**src/include/tc1_timer_map.vh**
```
// Constants for the sixteen-bit timer/counter: register offsets, field
// positions, reset values and codes. Definitions only.
//
// Overview of operation
// - Wide mode: low-byte read copies live high byte into the high buffer.
// - Wide mode: high write loads buffer; low write loads all sixteen bits.
// - Narrow mode: high and low bytes are read and written directly.
// - Low-byte writes clear the prescaler; high-byte writes do not.
// - Prescale field bits 5:4 divides by 1, 2, 4 or 8.
// - Source clear: count per instruction cycle; set: external rising edges.
// - Sync bit picks synchronized or asynchronous counting; ignored for internal. Here the pin is always synchronized; the bit only blocks trigger clears.
// - Run bit starts counting; clearing it holds the count.
// - Oscillator enable disables oscillator pin inputs; they read zero.
// - Bit 6 reads one when system clock comes from the oscillator.
// - External source is pin, or oscillator when enabled; with it enabled outside allowed modes nothing counts.
// - A falling edge must be seen before the first counted rising edge.
// - Count wraps FFFFh to 0000h and each wrap sets the overflow flag.
// - Interrupt request only while overflow interrupt enable is set.
// - Compare mode 1011 special event trigger clears the count.
// - Trigger clear applies in timer and synchronous counter modes.
// - A software count write wins over a coinciding trigger clear.
// - Trigger from the second compare unit never sets the overflow flag.
// - Oscillator clocks the counter only while lp_or_intosc_mode is set.
`ifndef TC1_TIMER_MAP_VH
`define TC1_TIMER_MAP_VH

`define TC1_OFF_CONTROL     8'h00
`define TC1_OFF_COUNT_LOW   8'h04
`define TC1_OFF_COUNT_HIGH  8'h08
`define TC1_OFF_FLAGS       8'h0c
`define TC1_OFF_ENABLES     8'h10

`define TC1_BIT_RUN         0
`define TC1_BIT_SOURCE      1
`define TC1_BIT_SYNC_BYPASS 2
`define TC1_BIT_LP_OSC_EN   3
`define TC1_BIT_PS_LO       4
`define TC1_BIT_PS_HI       5
`define TC1_BIT_SYSCLK_LP   6
`define TC1_BIT_WIDE        7

`define TC1_CONTROL_RESET   8'h00
`define TC1_COUNT_RESET     16'h0000
`define TC1_COUNT_MAX       16'hffff
`define TC1_CMP_SPECIAL     4'hb
`define TC1_INST_DIV_LAST   2'h3

`define TC1_RESP_OKAY       2'h0
`define TC1_RESP_SLVERR     2'h2

`endif

```
**src/rtl/tc1_pin_sync.v**
```verilog
// Three-stage synchronizer for a level arriving from outside the clock domain.
// Assumes one clock; the output changes only when stages two and three agree.
`timescale 1ns/1ps

module tc1_pin_sync (
    // Clock and reset
    input  wire aclk,
    input  wire aresetn,
    // Level in and out
    input  wire pin_in,
    output reg  level_r
);

reg s1_r;
reg s2_r;
reg s3_r;

always @(posedge aclk) begin
    if (!aresetn) begin
        s1_r    <= 1'b0;
        s2_r    <= 1'b0;
        s3_r    <= 1'b0;
        level_r <= 1'b0;
    end else begin
        s1_r <= pin_in;
        s2_r <= s1_r;
        s3_r <= s2_r;
        // Agreement of two settled stages filters a single metastable sample.
        if (s2_r == s3_r) begin
            level_r <= s3_r;
        end
    end
end

endmodule

```
**src/rtl/tc1_timer_counter.v**
```verilog
// Sixteen-bit timer/counter with prescaler, overflow flag and AXI4-Lite access.
// Assumes one system clock aclk; the count pin and the oscillator clock are
// asynchronous levels; compare triggers and mode inputs share aclk.
`include "tc1_timer_map.vh"
`timescale 1ns/1ps

module tc1_timer_counter (
    // Clock and reset
    input  wire        aclk,
    input  wire        aresetn,
    // AXI4-Lite write address
    input  wire [7:0]  s_axi_awaddr,
    input  wire        s_axi_awvalid,
    output reg         s_axi_awready,
    // AXI4-Lite write data
    input  wire [31:0] s_axi_wdata,
    input  wire [3:0]  s_axi_wstrb,
    input  wire        s_axi_wvalid,
    output reg         s_axi_wready,
    // AXI4-Lite write response
    output reg  [1:0]  s_axi_bresp,
    output reg         s_axi_bvalid,
    input  wire        s_axi_bready,
    // AXI4-Lite read address
    input  wire [7:0]  s_axi_araddr,
    input  wire        s_axi_arvalid,
    output reg         s_axi_arready,
    // AXI4-Lite read data
    output reg  [31:0] s_axi_rdata,
    output reg  [1:0]  s_axi_rresp,
    output reg         s_axi_rvalid,
    input  wire        s_axi_rready,
    // External count sources
    input  wire        external_count_input,
    input  wire        timer_lp_oscillator,
    // Oscillator pins and their port view
    input  wire [1:0]  osc_pin_levels,
    output reg  [1:0]  osc_pin_port_bits,
    output reg         osc_pin_input_enable,
    // System oscillator status
    input  wire        lp_or_intosc_mode,
    input  wire        sysclk_from_lp_osc,
    // Compare unit special event triggers
    input  wire [3:0]  compare_unit_a_mode,
    input  wire [3:0]  compare_unit_b_mode,
    input  wire        compare_a_trigger,
    input  wire        compare_b_trigger,
    // Interrupt request
    output reg         overflow_irq
);

////////////////////////////////////////////////////////////////////////////////

reg  [7:0]  control_r;
reg  [15:0] count_r;
reg  [7:0]  high_buf_r;
reg  [2:0]  pres_cnt_r;
reg  [1:0]  inst_cnt_r;
reg         overflow_flag_r;
reg         overflow_irq_enable_r;
reg         ext_prev_r;
reg         armed_r;

reg         aw_got_r;
reg         w_got_r;
reg  [7:0]  awaddr_q_r;
reg  [7:0]  wdata_q_r;
reg         wstrb0_q_r;

wire        pin_level;
wire        osc_level;
wire [1:0]  osc_pins_sync;

wire        wide_access_mode    = control_r[`TC1_BIT_WIDE];
wire [1:0]  input_prescale_select = control_r[`TC1_BIT_PS_HI:`TC1_BIT_PS_LO];
wire        lp_osc_enable       = control_r[`TC1_BIT_LP_OSC_EN];
wire        ext_sync_bypass     = control_r[`TC1_BIT_SYNC_BYPASS];
wire        count_source_select = control_r[`TC1_BIT_SOURCE];
wire        counter_run         = control_r[`TC1_BIT_RUN];

////////////////////////////////////////////////////////////////////////////////
// Synchronizers for asynchronous levels.

tc1_pin_sync u_pin_sync (
    .aclk    (aclk),
    .aresetn (aresetn),
    .pin_in  (external_count_input),
    .level_r (pin_level)
);

tc1_pin_sync u_osc_sync (
    .aclk    (aclk),
    .aresetn (aresetn),
    .pin_in  (timer_lp_oscillator),
    .level_r (osc_level)
);

tc1_pin_sync u_osc_pin0_sync (
    .aclk    (aclk),
    .aresetn (aresetn),
    .pin_in  (osc_pin_levels[0]),
    .level_r (osc_pins_sync[0])
);

tc1_pin_sync u_osc_pin1_sync (
    .aclk    (aclk),
    .aresetn (aresetn),
    .pin_in  (osc_pin_levels[1]),
    .level_r (osc_pins_sync[1])
);

////////////////////////////////////////////////////////////////////////////////
// Bus write and read strobes.

wire wr_fire = aw_got_r & w_got_r & ~s_axi_bvalid;
wire wr_lane = wr_fire & wstrb0_q_r;
wire rd_fire = s_axi_arvalid & s_axi_arready;

wire wr_ctl  = wr_lane & (awaddr_q_r == `TC1_OFF_CONTROL);
wire wr_low  = wr_lane & (awaddr_q_r == `TC1_OFF_COUNT_LOW);
wire wr_high = wr_lane & (awaddr_q_r == `TC1_OFF_COUNT_HIGH);
wire wr_flg  = wr_lane & (awaddr_q_r == `TC1_OFF_FLAGS);
wire wr_ien  = wr_lane & (awaddr_q_r == `TC1_OFF_ENABLES);
wire rd_low  = rd_fire & (s_axi_araddr == `TC1_OFF_COUNT_LOW);

wire wr_map_ok = (awaddr_q_r == `TC1_OFF_CONTROL) |
                 (awaddr_q_r == `TC1_OFF_COUNT_LOW) |
                 (awaddr_q_r == `TC1_OFF_COUNT_HIGH) |
                 (awaddr_q_r == `TC1_OFF_FLAGS) |
                 (awaddr_q_r == `TC1_OFF_ENABLES);

// In wide mode a high-byte write only lands in the buffer.
wire wr_high_direct = wr_high & ~wide_access_mode;
wire wr_count       = wr_low | wr_high;

////////////////////////////////////////////////////////////////////////////////
// Count source selection and edge qualification.

// The oscillator drives counting only in the oscillator modes that share it.
wire osc_usable  = lp_osc_enable & lp_or_intosc_mode;
wire ext_level   = lp_osc_enable ? (osc_usable & osc_level) : pin_level;
wire ext_rise    = ext_level & ~ext_prev_r;
wire ext_fall    = ~ext_level & ext_prev_r;
wire inst_tick   = (inst_cnt_r == `TC1_INST_DIV_LAST);

// External rising edges count only after a registered falling edge.
wire src_tick    = count_source_select ? (ext_rise & armed_r) : inst_tick;

wire [2:0] pres_last = (input_prescale_select == 2'h0) ? 3'h0 :
                       (input_prescale_select == 2'h1) ? 3'h1 :
                       (input_prescale_select == 2'h2) ? 3'h3 : 3'h7;
wire pres_done   = (pres_cnt_r == pres_last);
wire count_tick  = counter_run & src_tick & pres_done;

// Asynchronous counting cannot honour a trigger clear, so it is ignored.
wire async_mode  = count_source_select & ext_sync_bypass;
wire trig_a      = compare_a_trigger & (compare_unit_a_mode == `TC1_CMP_SPECIAL);
wire trig_b      = compare_b_trigger & (compare_unit_b_mode == `TC1_CMP_SPECIAL);
wire trig_clear  = (trig_a | trig_b) & ~async_mode;

// A trigger clear takes the count to zero without wrapping.
wire wrap        = count_tick & ~trig_clear & (count_r == `TC1_COUNT_MAX);

////////////////////////////////////////////////////////////////////////////////
// Timer datapath.

always @(posedge aclk) begin
    if (!aresetn) begin
        inst_cnt_r <= 2'h0;
        pres_cnt_r <= 3'h0;
        count_r    <= `TC1_COUNT_RESET;
        high_buf_r <= 8'h00;
        ext_prev_r <= 1'b0;
        armed_r    <= 1'b0;
    end else begin
        inst_cnt_r <= inst_cnt_r + 2'h1;
        ext_prev_r <= ext_level;

        if (wr_low) begin
            pres_cnt_r <= 3'h0;
        end else if (counter_run & src_tick) begin
            pres_cnt_r <= pres_done ? 3'h0 : pres_cnt_r + 3'h1;
        end

        // Count writes and stopping both demand a fresh falling edge.
        if (wr_count | ~counter_run) begin
            armed_r <= 1'b0;
        end else if (ext_fall) begin
            armed_r <= 1'b1;
        end

        if (wr_low) begin
            // Wide mode writes all sixteen bits at once.
            count_r <= {(wide_access_mode ? high_buf_r : count_r[15:8]), wdata_q_r};
        end else if (wr_high_direct) begin
            count_r <= {wdata_q_r, count_r[7:0]};
        end else if (trig_clear) begin
            count_r <= `TC1_COUNT_RESET;
        end else if (count_tick) begin
            count_r <= count_r + 16'h0001;
        end

        if (wr_high & wide_access_mode) begin
            high_buf_r <= wdata_q_r;
        end else if (rd_low & wide_access_mode) begin
            high_buf_r <= count_r[15:8];
        end
    end
end

////////////////////////////////////////////////////////////////////////////////
// Control, flag and enable registers.

always @(posedge aclk) begin
    if (!aresetn) begin
        control_r             <= `TC1_CONTROL_RESET;
        overflow_flag_r       <= 1'b0;
        overflow_irq_enable_r <= 1'b0;
    end else begin
        if (wr_ctl) begin
            control_r <= wdata_q_r;
        end
        // Hardware set beats a software clear in the same cycle.
        if (wrap) begin
            overflow_flag_r <= 1'b1;
        end else if (wr_flg & wdata_q_r[0]) begin
            overflow_flag_r <= 1'b0;
        end
        if (wr_ien) begin
            overflow_irq_enable_r <= wdata_q_r[0];
        end
    end
end

////////////////////////////////////////////////////////////////////////////////
// Registered outputs toward the chip.

always @(posedge aclk) begin
    if (!aresetn) begin
        overflow_irq         <= 1'b0;
        osc_pin_port_bits    <= 2'h0;
        osc_pin_input_enable <= 1'b1;
    end else begin
        overflow_irq         <= overflow_flag_r & overflow_irq_enable_r;
        osc_pin_input_enable <= ~lp_osc_enable;
        osc_pin_port_bits    <= lp_osc_enable ? 2'h0 : osc_pins_sync;
    end
end

////////////////////////////////////////////////////////////////////////////////
// AXI4-Lite write channel. Address and data are taken in either order.

always @(posedge aclk) begin
    if (!aresetn) begin
        s_axi_awready <= 1'b1;
        s_axi_wready  <= 1'b1;
        s_axi_bvalid  <= 1'b0;
        s_axi_bresp   <= `TC1_RESP_OKAY;
        aw_got_r      <= 1'b0;
        w_got_r       <= 1'b0;
        awaddr_q_r    <= 8'h00;
        wdata_q_r     <= 8'h00;
        wstrb0_q_r    <= 1'b0;
    end else begin
        if (s_axi_awvalid & s_axi_awready) begin
            awaddr_q_r    <= s_axi_awaddr;
            aw_got_r      <= 1'b1;
            s_axi_awready <= 1'b0;
        end
        if (s_axi_wvalid & s_axi_wready) begin
            wdata_q_r    <= s_axi_wdata[7:0];
            wstrb0_q_r   <= s_axi_wstrb[0];
            w_got_r      <= 1'b1;
            s_axi_wready <= 1'b0;
        end
        if (wr_fire) begin
            aw_got_r     <= 1'b0;
            w_got_r      <= 1'b0;
            s_axi_bvalid <= 1'b1;
            s_axi_bresp  <= wr_map_ok ? `TC1_RESP_OKAY : `TC1_RESP_SLVERR;
        end
        if (s_axi_bvalid & s_axi_bready) begin
            s_axi_bvalid  <= 1'b0;
            s_axi_awready <= 1'b1;
            s_axi_wready  <= 1'b1;
        end
    end
end

////////////////////////////////////////////////////////////////////////////////
// AXI4-Lite read channel. One read at a time; data registered at acceptance.

reg [7:0] rd_byte;
reg       rd_ok;

always @* begin
    rd_byte = 8'h00;
    rd_ok   = 1'b1;
    case (s_axi_araddr)
        `TC1_OFF_CONTROL: begin
            // Bit 6 is live status, never the stored value.
            rd_byte = {control_r[7], sysclk_from_lp_osc, control_r[5:0]};
        end
        `TC1_OFF_COUNT_LOW: begin
            rd_byte = count_r[7:0];
        end
        `TC1_OFF_COUNT_HIGH: begin
            rd_byte = wide_access_mode ? high_buf_r : count_r[15:8];
        end
        `TC1_OFF_FLAGS: begin
            rd_byte = {7'h00, overflow_flag_r};
        end
        `TC1_OFF_ENABLES: begin
            rd_byte = {7'h00, overflow_irq_enable_r};
        end
        default: begin
            rd_ok = 1'b0;
        end
    endcase
end

always @(posedge aclk) begin
    if (!aresetn) begin
        s_axi_arready <= 1'b1;
        s_axi_rvalid  <= 1'b0;
        s_axi_rdata   <= 32'h00000000;
        s_axi_rresp   <= `TC1_RESP_OKAY;
    end else begin
        if (rd_fire) begin
            s_axi_arready <= 1'b0;
            s_axi_rvalid  <= 1'b1;
            s_axi_rdata   <= {24'h000000, rd_byte};
            s_axi_rresp   <= rd_ok ? `TC1_RESP_OKAY : `TC1_RESP_SLVERR;
        end
        if (s_axi_rvalid & s_axi_rready) begin
            s_axi_rvalid  <= 1'b0;
            s_axi_arready <= 1'b1;
        end
    end
end

endmodule

```
**config.mk**
```make
export PLATFORM = sky130hd
export DESIGN_NAME = tc1_timer_counter
export DESIGN_NICKNAME = d
export VERILOG_FILES = /design/src/rtl/tc1_pin_sync.v /design/src/rtl/tc1_timer_counter.v
export VERILOG_INCLUDE_DIRS = /design/src /design/src/include
export SDC_FILE = /design/constraint.sdc
export NUM_CORES = 1
export LEC_CHECK = 0
export ABC_CLOCK_PERIOD_IN_PS = 3440
export BUFFER_PORTS_ARGS = -buffer_cell sky130_fd_sc_hd__buf_2
export CORE_MARGIN = 2
export CORE_UTILIZATION = 40
export CTS_CLUSTER_DIAMETER = 100
export DETAILED_ROUTE_END_ITERATION = 16
export PLACE_DENSITY = 0.7
export SYNTH_ARGS = -nofsm -noshare
export SYNTH_HDL_FRONTEND = slang
export SYNTH_HIERARCHICAL = 1
export SYNTH_SLANG_ARGS = --single-unit
```
**constraint.sdc**
```tcl
create_clock -name aclk -period 3.44 [get_ports aclk]
set_input_delay 0.172 -clock aclk [delete_from_list [all_inputs] [get_ports aclk]]
set_output_delay 0.172 -clock aclk [all_outputs]
set_load 0.01 [all_outputs]
```
==> impl_results.md <==
* Run status: complete, no violations
* Port Buffer Count at 66
* Fmax at 376 MHz
* Average instance area after synthesis at 8.26 sq um
* Simple logic cell fraction of the synthesized area at 25.3%
* Least-Margin Pin Slew at 0.788 ns
* Worst Clk Skew at 0.00784 ns
* Area delta synth->final at 13.9%
* Endpoints failing hold at 0
* CTS Hold Bufs at 0
* Top post-synthesis cells by count: sky130_fd_sc_hd__dfxtp_1, sky130_fd_sc_hd__nand2_1, sky130_fd_sc_hd__a21oi_1
* Largest family of logic cells by synthesized area: simple AND/OR/NAND/NOR gates
* Count leader, synth: sky130_fd_sc_hd__dfxtp_1
* Vias post-DR at 4084
* Number of buffers added for setup after CTS at 0
* Post-Synth Adder-Cell Area at 0.824%
* Crit path arrival time at 2.87 ns
* Number of global-route vias before repair at 3807
* Maximum number of pins on one net before global-route repair at 36
* Prevailing post-synth register cell: sky130_fd_sc_hd__dfxtp_1
* Req. time, crit path at 3.66 ns
* HPWL reported at the end of detailed placement at 8390 microns
* MaxCap Viol Count at 0
* Library cell occupying the most area in the post-synthesis netlist: sky130_fd_sc_hd__dfxtp_1
* Buffer levels on the longest clock path at 2
* Crit share post-route at 77.3%
* CTS tree: built
* RSZ-0062 raised after global routing: false
* Endpoint class of the critical path: flop
* Cell Rows at 38
* Synthesized-area fraction occupied by xor and xnor cells at 0.961%
* Register cell area after layout at 1880 sq um
* Yosys warns at 6
* Async set-reset flop share out of synthesis at 0%
* Global-route wire length before repair at 18800 microns
* Routed wire length at 11300 microns
* Synth top area cells: sky130_fd_sc_hd__dfxtp_1, sky130_fd_sc_hd__nand2_1, sky130_fd_sc_hd__a21oi_1, sky130_fd_sc_hd__buf_4, sky130_fd_sc_hd__nand3_1
* Fraction of post-synthesis cell area in the top cell type by area at 41.3%
* Per-cell via count in the routed design at 5.43
* Placeable Area at 11000 sq um
* Count of different cell masters after synthesis at 68
* Number of flops mapped to enable cells by yosys at 0
* Flop and latch count out of synthesis at 94
* Cells along the critical path: or3_4, or4_4, nor3_4, nor3_1, a221oi_1, o21ai_0
* Area fraction in compound gates after synthesis at 19.1%
* Number of standard cells after synthesis at 552
* Total number of H-tree levels at 3
* Number of gates resized after CTS at 0
* Hold Path Class: input pin to flop
* Cell Area, Synth at 4560 sq um
* Clock sink count at 94
* Critical path class: flop to flop
* Die Footprint at 12300 sq um
* Worst-Skew Late Latency at 0.34 ns
* Root Buffer: sky130_fd_sc_hd__clkbuf_16
* Power per Cell Area at 437 nW/um^2
* Die H at 111 microns
* First element of the critical path: awaddr_q_r[0]
* Leakage at 2.05 nW
* Detailed-route wire length per cell at 15.0 microns
* Reg-to-reg slack, setup at 0.78 ns
* Slowest stage cell, crit path: sky130_fd_sc_hd__or4_4
* Final core utilization at 47.3%
* Worst setup SP type: flop
* Multi-input logic area at 2420 sq um
* Placer Congestion at 0.888
* Starting Density at 41.5%
* Reg-to-Reg Start: awaddr_q_r[0]
* Mux contribution to synthesized area at 4.75%
* First drt pass iteration count at 5
* Post-route DRC violation count at 0
* Number of top-level design ports at 120
* Overflow after GRT at 0
* Filler Cells Inserted at 1059
* Clock buffers created by TritonCTS at 9
* Pins Over Slew Limit at 0
* Nets@finish at 685
* HP Start: osc_pin_levels[0]
* Relative max-transition margin at 47.1%
* Crit-path max cell delay at 0.57 ns
* Minimum clock period after layout at 2.66 ns
* Critical-path maximum fanout at 17
* Initial drt markers at 250
* Setup Viol. Count Final at 0
* Horizontal extent of the die at 111 microns
* Reg clk slew, reported paths at 0.07 ns
* Ratio of cells with drive above 1 in the final layout at 18.8%
* Count of nets left with antenna violations after detail routing at 0
* Portion of the post-synthesis area used by sequential elements at 41.3%
* Largest vdd supply drop at 0.223 mV
* Setup Total Neg Slack at 0 ns
* Antenna Cells at 0
* Number of antenna violations at the first check in global routing at 0
* Tot GR Track Use at 18.7%
## per-stage QoR
| step | instances | total power [W] | setup WS (ns) | hold WS, ns | instance area (sq um) |
|---|---|---|---|---|---|
| detailed placement | 736 | 0.00133 | 0.861 | 0.378 | 4900 |
| CTS | 752 | 0.00229 | 0.821 | 0.0247 | 5190 |
| global route | 752 | 0.00236 | 0.602 | 0.0214 | 5190 |
| global placement | 736 | 0.00133 | 0.909 | 0.371 | 4900 |
| finish | 752 | 0.00227 | 0.782 | 0.0313 | 5190 |
| floorplan | 577 | 0.00128 | 1.36 | 0.272 | 4650 |
## registers in the layout, summed over array words and instances, names as in the netlist, 3 cells and up
| signal | cells |
|---|---|
| high_buf_r | 8 |
| awaddr_q_r | 8 |
| pres_cnt_r | 3 |
| s_axi_rdata | 8 |
| wdata_q_r | 8 |
| count_r | 16 |
| control_r | 7 |
## final cells by class
type / count / area share [%]
Multi-Input combinational cell: 417 / 46.5
Sequential cell: 94 / 36.2
Timing Repair Buffer: 74 / 7.52
Clock buffer: 9 / 4.34
Tap cell: 140 / 3.37
Clock inverter: 7 / 1.20
Inverter: 11 / 0.795
## path summary, 6_finish.rpt
check | depth (start not counted) | to
max | 6 | count_r[10]
min | 2 | u_osc_pin0_sync/s1_r
max reg2reg | 6 | count_r[10]
min reg2reg | 1 | inst_cnt_r[0]
## cell families after synthesis
kind of cell,after synthesis
flip-flops,94
other,1
AO/OA/AOI/OAI,136
buffers and inverters,66
XOR/XNOR,5
AND/OR/NAND/NOR,227
adder cells (fa/ha/maj),3
multiplexers,20
## layer usage
metal / GRT usage, % / up-vias / wire, microns
li1: - / 2036 / -
met1: 25.2 / 1881 / 5090
met2: 28.8 / 146 / 5120
met3: 4.92 / 21 / 876
met4: 7.00 / 0 / 216
met5: 0 / - / 0
## report_power, final
part | switching [W] | internal [W]
logic | 0.000102 | 0.0000624
clock network | 0.000452 | 0.000507
registers | 0.0000295 | 0.00112
total | 0.000583 | 0.00168
## worst max-delay path, delay by kind of cell, from the launching register on
kind               cells  cell delay (ns)
AOI/OAI and AO/OA      2             0.41
and+or+nand+nor        4             1.79
DFF                    1             0.32
## cells in the final DEF, fill, tap and decap left out, types with 9 or more instances in the layout
master,n
sky130_fd_sc_hd__dfxtp_1,94
sky130_fd_sc_hd__nand2_1,73
sky130_fd_sc_hd__buf_2,66
sky130_fd_sc_hd__a21oi_1,45
sky130_fd_sc_hd__nor2_1,42
sky130_fd_sc_hd__nand3_1,34
sky130_fd_sc_hd__o21ai_0,28
sky130_fd_sc_hd__conb_1,26
sky130_fd_sc_hd__mux2i_1,16
sky130_fd_sc_hd__a211oi_1,15
sky130_fd_sc_hd__and2_1,13
sky130_fd_sc_hd__inv_1,10
sky130_fd_sc_hd__clkbuf_16,9
No activity file was read; power rests on OpenSTA's default activity.
